`src/hw/wiper_ctl_defines.vh`:
```
`ifndef WIPER_CTL_DEFINES_VH
`define WIPER_CTL_DEFINES_VH
// clock period in ns
`define CLK_PERIOD_NS       40
// select to strobe setup, ns
`define SEL_SETUP_NS        100
// direction setup/hold around strobe, ns
`define DIR_SETUP_NS        100
// strobe low and high periods, ns
`define STROBE_LOW_NS       1000
`define STROBE_HIGH_NS      1000
// strobe inactive to select inactive, ns
`define STROBE_TO_DESEL_NS  1000
// deselect_hold_time without store, ns
`define DESEL_NOSTORE_NS    250
// deselect_hold_time after store, ns (covers nv_write_duration)
`define DESEL_STORE_NS      10000000
// derived cycle counts (minimums round up)
`define CYC_UP(ns) (((ns) + `CLK_PERIOD_NS - 1) / `CLK_PERIOD_NS)
`define SEL_SETUP_CYC       `CYC_UP(`SEL_SETUP_NS)
`define DIR_SETUP_CYC       `CYC_UP(`DIR_SETUP_NS)
`define STROBE_LOW_CYC      `CYC_UP(`STROBE_LOW_NS)
`define STROBE_HIGH_CYC     `CYC_UP(`STROBE_HIGH_NS)
`define STROBE_TO_DESEL_CYC `CYC_UP(`STROBE_TO_DESEL_NS)
`define DESEL_NOSTORE_CYC   `CYC_UP(`DESEL_NOSTORE_NS)
`define DESEL_STORE_CYC     `CYC_UP(`DESEL_STORE_NS)
// position counter width and extremes
`define POS_W               5
`define POS_MAX             5'h1f
`define POS_MIN             5'h00
`endif

```
`src/hw/wiper_host.v`:
```
`timescale 1ns/1ns
`default_nettype none
`include "wiper_ctl_defines.vh"
// How it works
// [RULE_01] strobe and direction act only while selected
// [RULE_02] each strobe fall moves counter by one
// [RULE_03] direction high steps up, low down
// [RULE_04] five-bit position, thirty-two taps
// [RULE_05] position decodes to single tap
// [RULE_06] counter saturates at both ends
// [RULE_07] deselect with strobe high stores
// [RULE_08] device idles in standby after store
// [RULE_09] deselect with strobe low skips store
// [RULE_10] unstored position kept until changed
// [RULE_11] power-up recalls stored position
// [RULE_12] select held high during power-up
// [RULE_13] direction may change while selected
// [RULE_14] after store keep deselected 10 ms
// [RULE_15] after no-store keep deselected 250 ns
// [RULE_16] device synchronises inputs to its clock
module wiper_host #(
  parameter TW             = 18,
  parameter DESEL_STORE_CYC = `DESEL_STORE_CYC
) (
  input  wire        CLK,
  input  wire        SYS_RST,
  input  wire        CMD_VALID,
  output wire        CMD_READY,
  input  wire        CMD_UP,
  input  wire [4:0]  CMD_STEPS,
  input  wire        CMD_STORE,
  output reg         SEL_N,
  output reg         STROBE_N,
  output reg         DIR_UP,
  output reg  [4:0]  POS_EST,
  output wire        BUSY
);
  // one-hot states
  localparam S_IDLE  = 7'h01;
  localparam S_SETUP = 7'h02;
  localparam S_LOW   = 7'h04;
  localparam S_HIGH  = 7'h08;
  localparam S_TAIL  = 7'h10;
  localparam S_DESEL = 7'h20;
  localparam S_HOLD  = 7'h40;

  // timer loads, cut to the timer width where used
  localparam integer SETUP_CYC   = `SEL_SETUP_CYC;
  localparam integer LOW_CYC     = `STROBE_LOW_CYC;
  localparam integer HIGH_CYC    = `STROBE_HIGH_CYC;
  localparam integer TAIL_CYC    = `STROBE_TO_DESEL_CYC;
  localparam integer NOSTORE_CYC = `DESEL_NOSTORE_CYC;
  localparam integer STORE_CYC   = DESEL_STORE_CYC;

  reg  [6:0]  state_q, state_d;
  reg  [4:0]  steps_q, steps_d;
  reg         store_q, store_d;
  reg         sel_n_d, strobe_n_d, dir_d;
  reg  [4:0]  pos_d;
  reg  [4:0]  pos_step;
  reg         load;
  reg  [TW-1:0] load_val;
  wire        t_done;
  wire        last_keep_low;

  // one down timer paces every pin phase except the one-cycle strobe rise after deselect
  wait_timer #(.W(TW)) u_timer (
    .clk   (CLK),
    .rst   (SYS_RST),
    .load  (load),
    .value (load_val),
    .done  (t_done)
  );

  // ready only when idle and the deselect hold is over
  assign CMD_READY = state_q[0] & t_done;
  assign BUSY      = ~CMD_READY;

  // saturating mirror of one device step
  always @* begin
    pos_step = POS_EST;
    if (DIR_UP & (POS_EST != `POS_MAX)) begin
      pos_step = POS_EST + 5'h01; // RULE_06
    end else if (~DIR_UP & (POS_EST != `POS_MIN)) begin
      pos_step = POS_EST - 5'h01; // RULE_06
    end
  end

  // last fall of a no-store pass keeps the strobe low
  assign last_keep_low = (steps_q == 5'h01) & ~store_q;

  // sequence of one select / step / deselect transaction
  always @* begin
    state_d    = state_q;
    steps_d    = steps_q;
    store_d    = store_q;
    sel_n_d    = SEL_N;
    strobe_n_d = STROBE_N;
    dir_d      = DIR_UP;
    pos_d      = POS_EST;
    load       = 1'b0;
    load_val   = {TW{1'b0}};
    case (state_q)
      // wait for a command; a pass with nothing to do leaves the pins alone
      S_IDLE: begin
        if (CMD_VALID & t_done) begin
          steps_d  = CMD_STEPS;
          store_d  = CMD_STORE;
          load     = 1'b1;
          if ((CMD_STEPS == 5'h00) & ~CMD_STORE) begin
            // any fall while selected would step the wiper
            load_val = NOSTORE_CYC[TW-1:0];
            state_d  = S_HOLD;
          end else begin
            dir_d    = CMD_UP; // RULE_03 RULE_13
            sel_n_d  = 1'b0; // RULE_01
            load_val = SETUP_CYC[TW-1:0];
            state_d  = S_SETUP;
          end
        end
      end
      // select and direction settle before the first fall
      S_SETUP: begin
        if (t_done) begin
          load = 1'b1;
          if (steps_q == 5'h00) begin
            // store with no move: strobe stays high
            load_val = TAIL_CYC[TW-1:0];
            state_d  = S_TAIL; // RULE_07
          end else begin
            strobe_n_d = 1'b0; // RULE_02
            load_val   = LOW_CYC[TW-1:0];
            state_d    = S_LOW;
          end
        end
      end
      // strobe low phase; the device stepped on the fall
      S_LOW: begin
        if (t_done) begin
          steps_d = steps_q - 5'h01;
          pos_d   = pos_step; // RULE_06
          load    = 1'b1;
          if (last_keep_low) begin
            // strobe stays low through deselect: no store
            load_val = TAIL_CYC[TW-1:0];
            state_d  = S_TAIL; // RULE_09
          end else begin
            strobe_n_d = 1'b1;
            load_val   = HIGH_CYC[TW-1:0];
            state_d    = S_HIGH;
          end
        end
      end
      // strobe high phase; next fall or store tail
      S_HIGH: begin
        if (t_done) begin
          load = 1'b1;
          if (steps_q != 5'h00) begin
            strobe_n_d = 1'b0; // RULE_02
            load_val   = LOW_CYC[TW-1:0];
            state_d    = S_LOW;
          end else begin
            // strobe held high into deselect means store
            load_val   = TAIL_CYC[TW-1:0];
            state_d    = S_TAIL; // RULE_07
          end
        end
      end
      // strobe level settled, then select rises
      S_TAIL: begin
        if (t_done) begin
          sel_n_d  = 1'b1; // RULE_07 RULE_09
          load     = 1'b1;
          load_val = store_q ? STORE_CYC[TW-1:0] : NOSTORE_CYC[TW-1:0]; // RULE_14 RULE_15
          state_d  = S_DESEL;
        end
      end
      // strobe back high only once deselected
      S_DESEL: begin
        strobe_n_d = 1'b1;
        state_d    = S_HOLD;
      end
      // deselect hold before the next select
      S_HOLD: begin
        if (t_done) begin
          state_d = S_IDLE; // RULE_08 RULE_10
        end
      end
      // stray code goes back to idle
      default: begin
        state_d = S_IDLE;
      end
    endcase
  end

  // sequencer registers
  always @(posedge CLK) begin
    if (SYS_RST) begin
      state_q  <= S_IDLE;
      steps_q  <= 5'h00;
      store_q  <= 1'b0;
    end else begin
      state_q  <= state_d;
      steps_q  <= steps_d;
      store_q  <= store_d;
    end
  end

  // pin registers; select high from reset
  always @(posedge CLK) begin
    if (SYS_RST) begin
      SEL_N    <= 1'b1; // RULE_12 RULE_11
      STROBE_N <= 1'b1;
      DIR_UP   <= 1'b0;
      POS_EST  <= `POS_MIN;
    end else begin
      SEL_N    <= sel_n_d;
      STROBE_N <= strobe_n_d;
      DIR_UP   <= dir_d;
      POS_EST  <= pos_d;
    end
  end
endmodule // wiper_host
`default_nettype wire

```
`src/hw/wait_timer.v`:
```
`timescale 1ns/1ns
`default_nettype none
// loadable down counter, done when zero
module wait_timer #(
  parameter W = 20
) (
  input  wire         clk,
  input  wire         rst,
  input  wire         load,
  input  wire [W-1:0] value,
  output wire         done
);
  reg [W-1:0] cnt_q;
  // load or count down to zero
  always @(posedge clk) begin
    if (rst) begin
      cnt_q <= {W{1'b0}};
    end else if (load) begin
      cnt_q <= value;
    end else if (cnt_q != {W{1'b0}}) begin
      cnt_q <= cnt_q - {{(W-1){1'b0}}, 1'b1};
    end
  end
  // no path from load to done, so a user may load on done without a loop
  assign done = (cnt_q == {W{1'b0}});
endmodule // wait_timer
`default_nettype wire

```
`config.mk`:
```
export PLATFORM = sky130hd
export DESIGN_NAME = wiper_host
export DESIGN_NICKNAME = d
export VERILOG_FILES = /design/src/hw/wiper_host.v /design/src/hw/wait_timer.v
export VERILOG_INCLUDE_DIRS = /design/src /design/src/hw
export SDC_FILE = /design/constraint.sdc
export NUM_CORES = 1
export LEC_CHECK = 0
export ABC_AREA = 1
export ABC_CLOCK_PERIOD_IN_PS = 8200
export BUFFER_PORTS_ARGS = -buffer_cell sky130_fd_sc_hd__buf_2
export CORE_UTILIZATION = 40
export DETAILED_ROUTE_END_ITERATION = 8
export PLACE_DENSITY = 0.59
export SETUP_SLACK_MARGIN = 0.05
export SYNTH_ARGS = -nofsm -noshare
export SYNTH_HDL_FRONTEND = slang
export SYNTH_HIERARCHICAL = 1
export SYNTH_SLANG_ARGS = --single-unit
```
`constraint.sdc`:
```
create_clock -name CLK -period 8.2 [get_ports CLK]
set_input_delay 0.41 -clock CLK [delete_from_list [all_inputs] [get_ports CLK]]
set_output_delay 0.41 -clock CLK [all_outputs]
set_load 0.02 [all_outputs]
```
# Word-level counts from Yosys, hierarchy flattened
# Cells that the tools add are included.
[word_totals]
regBits = 39
input_bits = 10
wordCells = 100
out_inout_bits = 10
[classes]
n_mux = 38
eq_ne = 19
reduce_logical = 20
n_addsub = 4
bitwise = 11
[op_table]
columns = ["cell", "count"]
rows = [
  ["$mux 18", 4],
  ["$pmux 18 s3", 1],
  ["$mux 7", 7],
  ["$pmux 7 s7", 1],
  ["$mux 5", 8],
  ["$ne 2x2->1 const B", 10],
  ["$logic_not 18->1", 1],
  ["$reduce_bool 18->1", 1],
  ["$sub 18x1->18 const B", 1],
  ["$mux 1", 11],
  ["$logic_not 5->1", 2],
  ["$pmux 5 s2", 1],
  ["$reduce_bool 5->1", 2],
  ["$sub 5x1->5 const B", 2],
  ["$reduce_and 3->1", 3],
  ["$reduce_bool 2->1", 4],
  ["$eq 7x1->1 const B", 1],
  ["$eq 7x2->1 const B", 1],
  ["$eq 7x3->1 const B", 1],
  ["$eq 7x4->1 const B", 1],
  ["$eq 7x5->1 const B", 1],
  ["$eq 7x6->1 const B", 1],
  ["$eq 7x7->1 const B", 1],
  ["$reduce_and 7->1", 1],
  ["14 further kinds", 25],
]

# Longest topological paths before layout
# Gate-level depths: netlist of run 1.
[logic_depth]
ltp_word = 6
mapped_depth = 18
ltp_nobuf = 16

# Cells and area by module
# Netlist of run 1, hierarchy kept.
[modules_own_cells]
columns = ["module", "area_per_inst_um2", "cells_per_inst", "seq_area_each_um2", "n_inst"]
rows = [
  ["wiper_host", 1496.4, 243, 420.4, 1],
  ["wait_timer", 1246.2, 207, 360.3, 1],
]

# Worst setup path before layout of run 1
# OpenSTA, ideal clock, no wires.
[synth_path]
kind = "register to register"
from = "reg u_timer.cnt_q[0]"
to = "reg u_timer.cnt_q[12]"
setup_slack_ps = 5084
period_less_slack_ps = 3116
path_stages_with_launch = 19
n_path_buf = 3
t_required_ps = 8072
setup_ps = 128
t_arrival_ps = 2988
cell_sequence = "dfxtp_1 -> inv_1 -> ha_1 -> nand2_2 -> nor2_8 -> nand2_1 -> nor4_1 -> inv_2 -> nor2_1 -> inv_1 -> nand3_1 -> buf_2 -> inv_1 -> buf_4 -> buf_4 -> nand3_1 -> nand2_1 -> nand2_1 -> nor2_1"
[synth_between]
elab_chain_len = 5
word_cells_on_any_way = 12
classes_between = "1 x add/sub; 7 x mux; 1 x bitwise; 3 x reduce/logical"
[synth_lines]
columns = ["element", "line", "text"]
rows = [
  ["from (decl)", "wait_timer.v:13", "reg [W-1:0] cnt_q;"],
  ["from (signal assigned)", "wait_timer.v:17", "cnt_q <= {W{1'b0}};"],
  ["from (signal assigned)", "wait_timer.v:19", "cnt_q <= value;"],
  ["from (signal assigned)", "wait_timer.v:21", "cnt_q <= cnt_q - {{(W-1){1'b0}}, 1'b1};"],
  ["$logic_not 18->1 *", "wait_timer.v:25", "assign done = (cnt_q == {W{1'b0}});"],
  ["named net t_done", "wiper_host.v:63", "wire t_done;"],
  ["$and 1x1->1", "wiper_host.v:106", "if (CMD_VALID & t_done) begin"],
  ["$mux 1", "wiper_host.v:106", ""],
  ["$pmux 1 s2 *", "wiper_host.v:103", "case (state_q)"],
  ["named net load", "wiper_host.v:61", "reg load;"],
  ["$mux 18 or $reduce_bool 2->1 (tied branches)", "n/a", ""],
]
# The timed path passes the listed nets; every way through them passes the cells marked *. The select of a mux whose other input is x is not followed.
# A chain may end at the register's enable or synchronous reset.

# Final worst setup path of run 1
[layout_path]
from = "reg u_timer.cnt_q[0]"
to = "reg u_timer.cnt_q[4]"
# The elaborated chain is that of the path after synthesis.

==> results.toml, run 1 <==
[critical_path]
worst_setup_path_start_kind = "flop"
endpoint_kind = "flop"
path_cells = "inv_1, ha_1, nand2_2, nor2_8, nand2_1, nor4_2, inv_2, nor2_1, inv_1, nand3_1, inv_1, nand4_4, nand2_1, a21oi_1"
crit_slowest_cell = "nor4_2"
critPathMostFrequentCell = "inv_1"
worstPathRequired_ns = 8.41
critical_path_class = "flop to flop"
max_stage_delay_ns = 0.65
arrival_ns = 4.10
crit_fanout = 20

[layout]
antenna_cells = 0
fin_nets = 490
synthToLayoutAreaGrowth_pct = 8.85
layout-drive-gt1-share = 0.125

[logic_synthesis]
synth_area_mm2 = 0.00274
syn_area_per_cell_um2 = 6.09
synth.distinct_cells = 34
synth-seq-cells = 39
synth_area_leaders = "dfxtp_1 28%, nand2_1 18%, nand3_1 8.0%"
yosysSeqAreaShare = 0.285
synth_top_area_share = 0.285
syn_inst = 450
synth_top_area_cell = "dfxtp_1"
yosysWarnings = 6

[route]
wl_per_cell_um = 11.4
wl_mm = 6.27
drtIter0Drc = 148
drcViolationCount = 0
firstDrtPassIters = 4
vias = 2686
viasPerCell = 4.88
postRouteAntennaNets = 0

[floorplanning]
pin_count = 20
die_width_um = 84.8
core_mm2 = 0.00649
start_util = 0.422
dieHeight_um = 84.8
die_area_mm2 = 0.00719
rows = 29

[worst_hold_path]
min_path_type = "primary input to flop"

[timing]
min_period_ns = 3.89
rsz0062_at_grt = "no"
holdWs_ns = 0.385
max_freq_ghz = 0.257
slew_headroom = 0.427
drv_slew = 0
setup_viol = 0
worst_slew_pin_slew_ns = 0.852
final.period_utilization = 0.474
hold_viol = 0
skew_ns = 0.00602
tns_ns = 0

[power]
comb_power_share = 0.618
total_power_mw = 1.10
switchingPower_uw = 566
p_int_uw = 539
clockPowerShare = 0.108
power.density_mw_per_mm2 = 370
leakagePower_nw = 1.51
vdd_drop_max_mv = 0.127
p_seq_frac = 0.275
switching_share = 0.512

[clock_tree]
cts_buffers = 5
clk_pin_slew_ns = 0.07
post_cts_buffers = 0
postCtsHoldBufs = 0
cts_resized = 0
cts.sinks = 39
clk-insertion-delay-late_ns = 0.28
cts-htree-levels = 2
cts-root-buf = "clkbuf_8"
cts_tree = "yes"
clk_path_buf_depth = 2

[run]
drv_cap = 0

[grt]
grt_pass1_wl_mm = 10.5
antenna_found_initial = 0
grt_pass1_vias = 2300
grt_max_degree = 22
grt.total_usage = 0.180
overflow = 0

[place]
dp_hpwl_mm = 4.83
gp_congestion = 0.849
port_buffers = 19

[outcome]
status = "finished, final reports clean"
synthesized netlist by cell type, drive strengths merged:
master	count
nand4	8
inv	63
dfxtp	39
xor2	5
xnor2	1
a21oi	20
o21ai	33
nand3b	2
nor3	4
nand3	48
and2	1
nor3b	2
or2	2
nand2	137
nor2	67
conb	1
ha	6
o21bai	1
clkbuf	3
buf	5
o22ai	1
nor4	1
worst max-delay path, delay by kind of cell, from the launching register on:
family	cells	cell delay [ns]
DFF	1	0.33
buffers and inverters	4	0.89
adders and majority gates	1	0.20
AOI/OAI and AO/OA	1	0.13
and+or+nand+nor	8	2.27
per-layer routing:
metal  vias to the layer above  share of wire  track usage
met4                         0         0.0077       0.0555
met1                      1162           0.51        0.258
met3                         4          0.042       0.0354
met5                         -              0            0
li1                       1464              -            -
met2                        56           0.44        0.273
kinds of logic after synthesis:
family,Yosys count,share of synthesized area
compound gates,55,0.107
other cells,1,0.00137
xor+xnor,6,0.0192
simple gates,272,0.456
flops,39,0.285
buf+inv,71,0.104
fa+ha+maj,6,0.0274
final cells by class:
class | instances | area [µm²]
flip-flops and latches | 39 | 781
inverters | 63 | 236
multi-input cells | 346 | 1700
fillers | 694 | 3510
well taps | 77 | 96.3
clock buffers | 6 | 72.6
repair buffers | 19 | 95.1
cell usage in the layout, fill, tap and decap left out, types with 2 or more instances in the layout:
master / n
nand3_2: 4
o21ai_0: 25
nor2_1: 57
nand4_1: 7
buf_2: 19
nand3_1: 44
a21oi_1: 20
inv_1: 55
clkbuf_8: 5
ha_1: 6
xor2_1: 5
nand2_2: 6
nor2_4: 5
nor3b_1: 2
nor3_1: 3
dfxtp_1: 39
o21ai_1: 7
nand3b_1: 2
nand2_1: 131
conb_1: 7
inv_2: 8
or2_2: 2
nor2_2: 4
metrics by stage:
stage          cells  area [µm²]  setup slack, ns  utilization
2_1_floorplan    456        2770             5.08            -
3_3_place_gp     544        2910             4.53        0.448
3_5_place_dp     544        2910             4.34        0.448
4_1_cts          550        2990             4.32        0.460
5_1_grt          550        2990             3.92        0.460
6_report         550        2990             4.31        0.460
power by group through the flow:
stage | clock network [mW] | logic (mW) | registers [mW]
4_1_cts | 0.123 | 0.686 | 0.304
5_1_grt | 0.129 | 0.782 | 0.312
6_report | 0.119 | 0.682 | 0.304
2_1_floorplan | 0 | 0.569 | 0.296
3_5_place_dp | 0 | 0.684 | 0.308
3_3_place_gp | 0 | 0.679 | 0.308
flip-flops by register name, summed over array words and instances, names as in the netlist:
name and cells:
store_q 1, POS_EST 5, SEL_N 1, STROBE_N 1, steps_q 5, DIR_UP 1
state_q 7, u_timer/cnt_q 18
final timing paths:
path	startpoint	endpoint	slack (ns)	cells past startpoint
setup / recovery	u_timer/cnt_q[0]	u_timer/cnt_q[4]	4.31	14
hold / removal	CMD_UP	DIR_UP	0.38	3
hold reg to reg	STROBE_N	STROBE_N	0.47	2
setup reg to reg	u_timer/cnt_q[0]	u_timer/cnt_q[4]	4.31	14
(Power assumes the default switching activity.)
==> run 2, diff against run 1 <==
--- a/config.mk
+++ b/config.mk
@@ -7,11 +7,11 @@
 export NUM_CORES = 1
 export LEC_CHECK = 0
 export ABC_AREA = 1
-export ABC_CLOCK_PERIOD_IN_PS = 8200
+export ABC_CLOCK_PERIOD_IN_PS = 3200
 export BUFFER_PORTS_ARGS = -buffer_cell sky130_fd_sc_hd__buf_2
 export CORE_UTILIZATION = 40
 export DETAILED_ROUTE_END_ITERATION = 8
-export PLACE_DENSITY = 0.59
+export PLACE_DENSITY = 0.61
 export SETUP_SLACK_MARGIN = 0.05
 export SYNTH_ARGS = -nofsm -noshare
 export SYNTH_HDL_FRONTEND = slang
==> constraint.sdc (replaced) <==
create_clock -name CLK -period 3.2 [get_ports CLK]
set_input_delay 0.16 -clock CLK [delete_from_list [all_inputs] [get_ports CLK]]
set_output_delay 0.16 -clock CLK [all_outputs]
set_load 0.02 [all_outputs]
==> results.toml, run 2 (same netlist as run 1, synthesis figures left out) <==
[critical_path]
crit_slowest_cell = "clkinvlp_2"
crit_fanout = 10
endpoint_kind = "flop"
critical_path_buf_inv_count = 5
arrival_ns = 2.99
path_cells = "inv_1, ha_1, nand2_2, nor2_8, nand2_1, nor4_2, buf_4, inv_2, nor2_1, inv_1, nand3_1, clkinvlp_2, nand3_1, nand2_1, nand2_1, nor2_1"
max_stage_delay_ns = 0.41
reg2reg_slack_ns = 0.39
worstPathRequired_ns = 3.37
cp_top_family = "simple AND/OR/NAND/NOR gates"
critPathMostFrequentCell = "nand2_1"
worst_setup_path_start_kind = "flop"
critical_path_class = "flop to flop"

[floorplanning]
pin_count = 20
start_util = 0.422
dieHeight_um = 84.8
die_area_mm2 = 0.00719
rows = 29
die_width_um = 84.8
core_mm2 = 0.00649

[layout]
final_cell_mix = "131 x nand2_1, 57 x nor2_1, 54 x inv_1, 44 x nand3_1, 39 x dfxtp_1"
reg_top3 = "u_timer/cnt_q x18, state_q x7"
finish.utilization = 0.475
layout-drive-gt1-share = 0.140
fillers = 674
synthToLayoutAreaGrowth_pct = 12.5
regMostFlops = "u_timer/cnt_q"
fin_nets = 495
antenna_cells = 0
final_common_cell = "nand2_1"
largest_reg_flops = 18

[timing]
drv_slew = 0
setup_viol = 0
max_freq_ghz = 0.355
min_period_ns = 2.81
final.period_utilization = 0.879
tns_ns = 0
rsz0062_at_grt = "yes"
skew_ns = 0.00764
hold_viol = 0

[route]
vias = 2775
drtIter0Drc = 154
postRouteAntennaNets = 0
wl_mm = 6.23
wl_per_cell_um = 11.2
drcViolationCount = 0
viasPerCell = 4.98
firstDrtPassIters = 4

[grt]
grt_pass1_wl_mm = 10.9
grt_pass1_vias = 2463
overflow = 0
grt_max_degree = 22
grt.total_usage = 0.185
antenna_found_initial = 0

[clock_tree]
clk_pin_slew_ns = 0.08
clk_path_buf_depth = 2
cts-htree-levels = 2
cts-root-buf = "clkbuf_8"
clk-insertion-delay-late_ns = 0.30
cts.sinks = 39
cts_tree = "yes"
cts_buffers = 5

[outcome]
status = "finished, final reports clean"

[place]
port_buffers = 19
dp_hpwl_mm = 4.66
gp_congestion = 0.857

[run]
drv_cap = 0

[worst_hold_path]
min_path_type = "primary input to flop"

[power]
power.density_mw_per_mm2 = 982
vdd_drop_max_mv = 0.382
leakagePower_nw = 1.56
-- run 2: per-stage QoR --
| step | setup WS (ns) | hold slack [ns] | instance area [µm²] | instances | power [mW] |
|---|---|---|---|---|---|
| floorplan | 0.0844 | 0.229 | 2770 | 456 | 2.22 |
| global placement | 0.414 | 0.422 | 2930 | 546 | 2.52 |
| detailed placement | 0.343 | 0.440 | 2930 | 546 | 2.53 |
| CTS | 0.328 | 0.136 | 3060 | 554 | 3.04 |
| global route | 0.0505 | 0.136 | 3080 | 557 | 3.38 |
| finish | 0.386 | 0.135 | 3080 | 557 | 3.03 |
-- run 2: metal layers --
| layer | up-vias | global-route usage | share of wire |
|---|---|---|---|
| li1 | 1479 | - | - |
| met1 | 1231 | 0.249 | 0.51 |
| met2 | 55 | 0.301 | 0.44 |
| met3 | 10 | 0.0305 | 0.037 |
| met4 | 0 | 0.0647 | 0.016 |
| met5 | - | 0 | 0 |
-- run 2: timing repair --
action                     4_1_cts  5_1_grt
hold buffers                     0        0
resized for setup                0        1
setup endpoints to repair        0        4
hold endpoints to repair         0        0
setup buffers                    0        2
-- run 2: worst min-delay path, stage by stage --
cell and delay (ns):
buf_2 0.09, nor3_1 0.04, nor2_1 0.10
-- run 2: path summary, 6_finish.rpt --
path / cells after the start / start / endpoint
worst min register to register: 2 / STROBE_N / STROBE_N
worst min-delay path: 3 / CMD_UP / DIR_UP
worst max register to register: 16 / u_timer/cnt_q[0] / u_timer/cnt_q[11]
worst max-delay path: 16 / u_timer/cnt_q[0] / u_timer/cnt_q[11]
-- run 2: report_power, final --
| part | switching [mW] | total (mW) | internal, mW | leakage (nW) |
|---|---|---|---|---|
| combinational | 1.13 | 1.76 | 0.621 | 1.17 |
| sequential | 0.141 | 0.777 | 0.636 | 0.318 |
| clock | 0.183 | 0.495 | 0.312 | 0.0654 |
| total | 1.46 | 3.03 | 1.57 | 1.56 |
-- run 2: layout make-up --
type	instances	area, µm²	area share
multi-input combinational	346	1700	0.553
sequential	39	781	0.253
inverter	63	240	0.0779
timing repair buffer	23	125	0.0406
tap	77	96.3	0.0312
clock buffer	6	72.6	0.0235
clock inverter	2	60.1	0.0195
timing repair inverter	1	5.00	0.00162
==> run 3, diff against run 2 <==
--- a/config.mk
+++ b/config.mk
@@ -9,9 +9,11 @@
 export ABC_AREA = 1
 export ABC_CLOCK_PERIOD_IN_PS = 3200
 export BUFFER_PORTS_ARGS = -buffer_cell sky130_fd_sc_hd__buf_2
+export CORE_MARGIN = 2
 export CORE_UTILIZATION = 40
 export DETAILED_ROUTE_END_ITERATION = 8
-export PLACE_DENSITY = 0.61
+export GPL_TIMING_DRIVEN = 0
+export PLACE_DENSITY = 0.62
 export SETUP_SLACK_MARGIN = 0.05
 export SYNTH_ARGS = -nofsm -noshare
 export SYNTH_HDL_FRONTEND = slang
==> results.toml, run 3 (same netlist as run 1, synthesis figures left out) <==
[critical_path]
endpoint_kind = "flop"
r2r-start = "u_timer/cnt_q[0]"
reg2reg_slack_ns = 0.45
worstPathRequired_ns = 3.37
cp_top_family = "simple AND/OR/NAND/NOR gates"
r2r_cells = 18
crit_slowest_cell = "dfxtp_1"
arrival_ns = 2.92
max_stage_delay_ns = 0.33
r2r-end = "u_timer/cnt_q[13]"
worst_setup_path_start_kind = "flop"
critical_path_buf_inv_count = 7
critical_path_class = "flop to flop"
crit_fanout = 10
path_cells = "inv_1, ha_1, nand2_2, nor2_8, nand2_1, nor4_4, inv_2, nor2_1, inv_1, nand3_1, clkbuf_4, inv_1, buf_4, buf_4, nand3_1, nand2_1, nand2_1, nor2_1"

[power]
p_int_mw = 1.47
switching_share = 0.503
clockPowerShare = 0.111
p_seq_frac = 0.262
comb_power_share = 0.628
switchingPower_mw = 1.49
vdd_drop_max_mv = 0.311
power.density_mw_per_mm2 = 954
leakagePower_nw = 1.57

[timing]
slew_headroom = 0.635
tns_ns = 0
skew_ns = 0.0104
timing.final.ws_setup_ns = 0.451
drv_slew = 0
setup_viol = 0
rsz0062_at_grt = "no"
final.period_utilization = 0.859
min_period_ns = 2.75
worst_slew_pin_slew_ns = 0.545
max_freq_ghz = 0.364
hold_viol = 0

[worst_hold_path]
min_path_type = "primary input to flop"
min_path_cells = 3
worstHoldStart = "CMD_UP"
min_to = "DIR_UP"

[floorplanning]
start_util = 0.408
pin_count = 20
die_width_um = 86.8
core_mm2 = 0.00672
rows = 30
die_area_mm2 = 0.00754
dieHeight_um = 86.8

[grt]
grt_max_degree = 13
use_met1 = 0.226
grt.total_usage = 0.182
grt_pass1_wl_mm = 11.1
grt_pass1_vias = 2521
use_met3 = 0.0324
top_usage_layer = "met2"
use_met2 = 0.319
antenna_found_initial = 0
overflow = 0

[layout]
instances_no_fill = 568
final_common_cell = "nand2_1"
final_cell_mix = "131 x nand2_1, 57 x nor2_1, 55 x inv_1, 44 x nand3_1, 39 x dfxtp_1"
layout-drive-gt1-share = 0.145
finish.utilization = 0.461
largest_reg_flops = 18
synthToLayoutAreaGrowth_pct = 13.0
fin_nets = 503
regMostFlops = "u_timer/cnt_q"
reg_top3 = "u_timer/cnt_q x18, state_q x7"
antenna_cells = 0

[outcome]
status = "finished, final reports clean"

[clock_tree]
postCtsHoldBufs = 0
clk-insertion-delay-late_ns = 0.29
cts_buffers = 5
cts_tree = "yes"
cts-root-buf = "clkbuf_8"
clk_pin_slew_ns = 0.08
clk_path_buf_depth = 2
cts.sinks = 39
cts-htree-levels = 2

[place]
dp_cells = 555
port_buffers = 19
place_worst_setup_slack_ns = -0.211
gp_congestion = 0.851
dp_hpwl_mm = 4.82

[route]
wl_per_cell_um = 11.3
viasPerCell = 4.84
vias = 2751
wl_mm = 6.39
postRouteAntennaNets = 0
drtIter0Drc = 134
drcViolationCount = 0
firstDrtPassIters = 4

[run]
drv_cap = 0
[run 3: area by class of cell]
type                    instances  area, µm²
repair buffers                 24        133
clock inverters                 2       12.5
clock buffers                   6       72.6
well taps                      80        100
inverters                      63        236
flip-flops and latches         39        781
plain buffers                   8       52.6
fillers                       718       3620
multi-input cells             346       1710
[run 3: metal layers]
metal / part of all wire / up-vias
li1: - / 1496
met1: 0.48 / 1205
met2: 0.48 / 44
met3: 0.032 / 6
met4: 0.0075 / 0
met5: 0 / -
[run 3: power by group through the flow]
stage / clock, mW / sequential [mW] / combinational, mW
6_report: 0.327 / 0.773 / 1.86
5_1_grt: 0.363 / 0.798 / 2.15
4_1_cts: 0.342 / 0.773 / 1.83
3_5_place_dp: 0 / 0.779 / 1.78
3_3_place_gp: 0 / 0.776 / 1.75
2_1_floorplan: 0 / 0.760 / 1.46
[run 3: worst max path at each step]
stage / from / endpoint / slack, ns / cells past startpoint
after global routing: u_timer/cnt_q[0] / u_timer/cnt_q[7] / 0.1 / 18
after floorplan: u_timer/cnt_q[0] / u_timer/cnt_q[14] / 0.08 / 18
after global placement: u_timer/cnt_q[0] / u_timer/cnt_q[12] / -0.69 / 18
after CTS: u_timer/cnt_q[0] / u_timer/cnt_q[12] / 0.17 / 18
final: u_timer/cnt_q[0] / u_timer/cnt_q[13] / 0.45 / 18
after detailed placement: u_timer/cnt_q[0] / u_timer/cnt_q[12] / -0.21 / 18
[run 3: through the flow]
step           power (mW)  hold slack, ns  cell area [µm²]
2_1_floorplan        2.22           0.229             2770
3_3_place_gp         2.52           0.411             2960
3_5_place_dp         2.56           0.421             2970
4_1_cts              2.95           0.109             3080
5_1_grt              3.31           0.134             3100
6_report             2.96           0.112             3100
[run 3: what timing repair did]
item                       CTS  global route
setup endpoints to repair   18            18
pin swaps                    1             2
resized for setup            1             1
setup buffers                2             3
cloned                       0             0
[run 3: worst register-to-register path: cells and delay by family, from the launching register on]
| family | cells | cell delay, ns |
|---|---|---|
| buf+inv | 7 | 0.99 |
| fa+ha+maj | 1 | 0.20 |
| simple gates | 10 | 1.13 |
| flops | 1 | 0.33 |
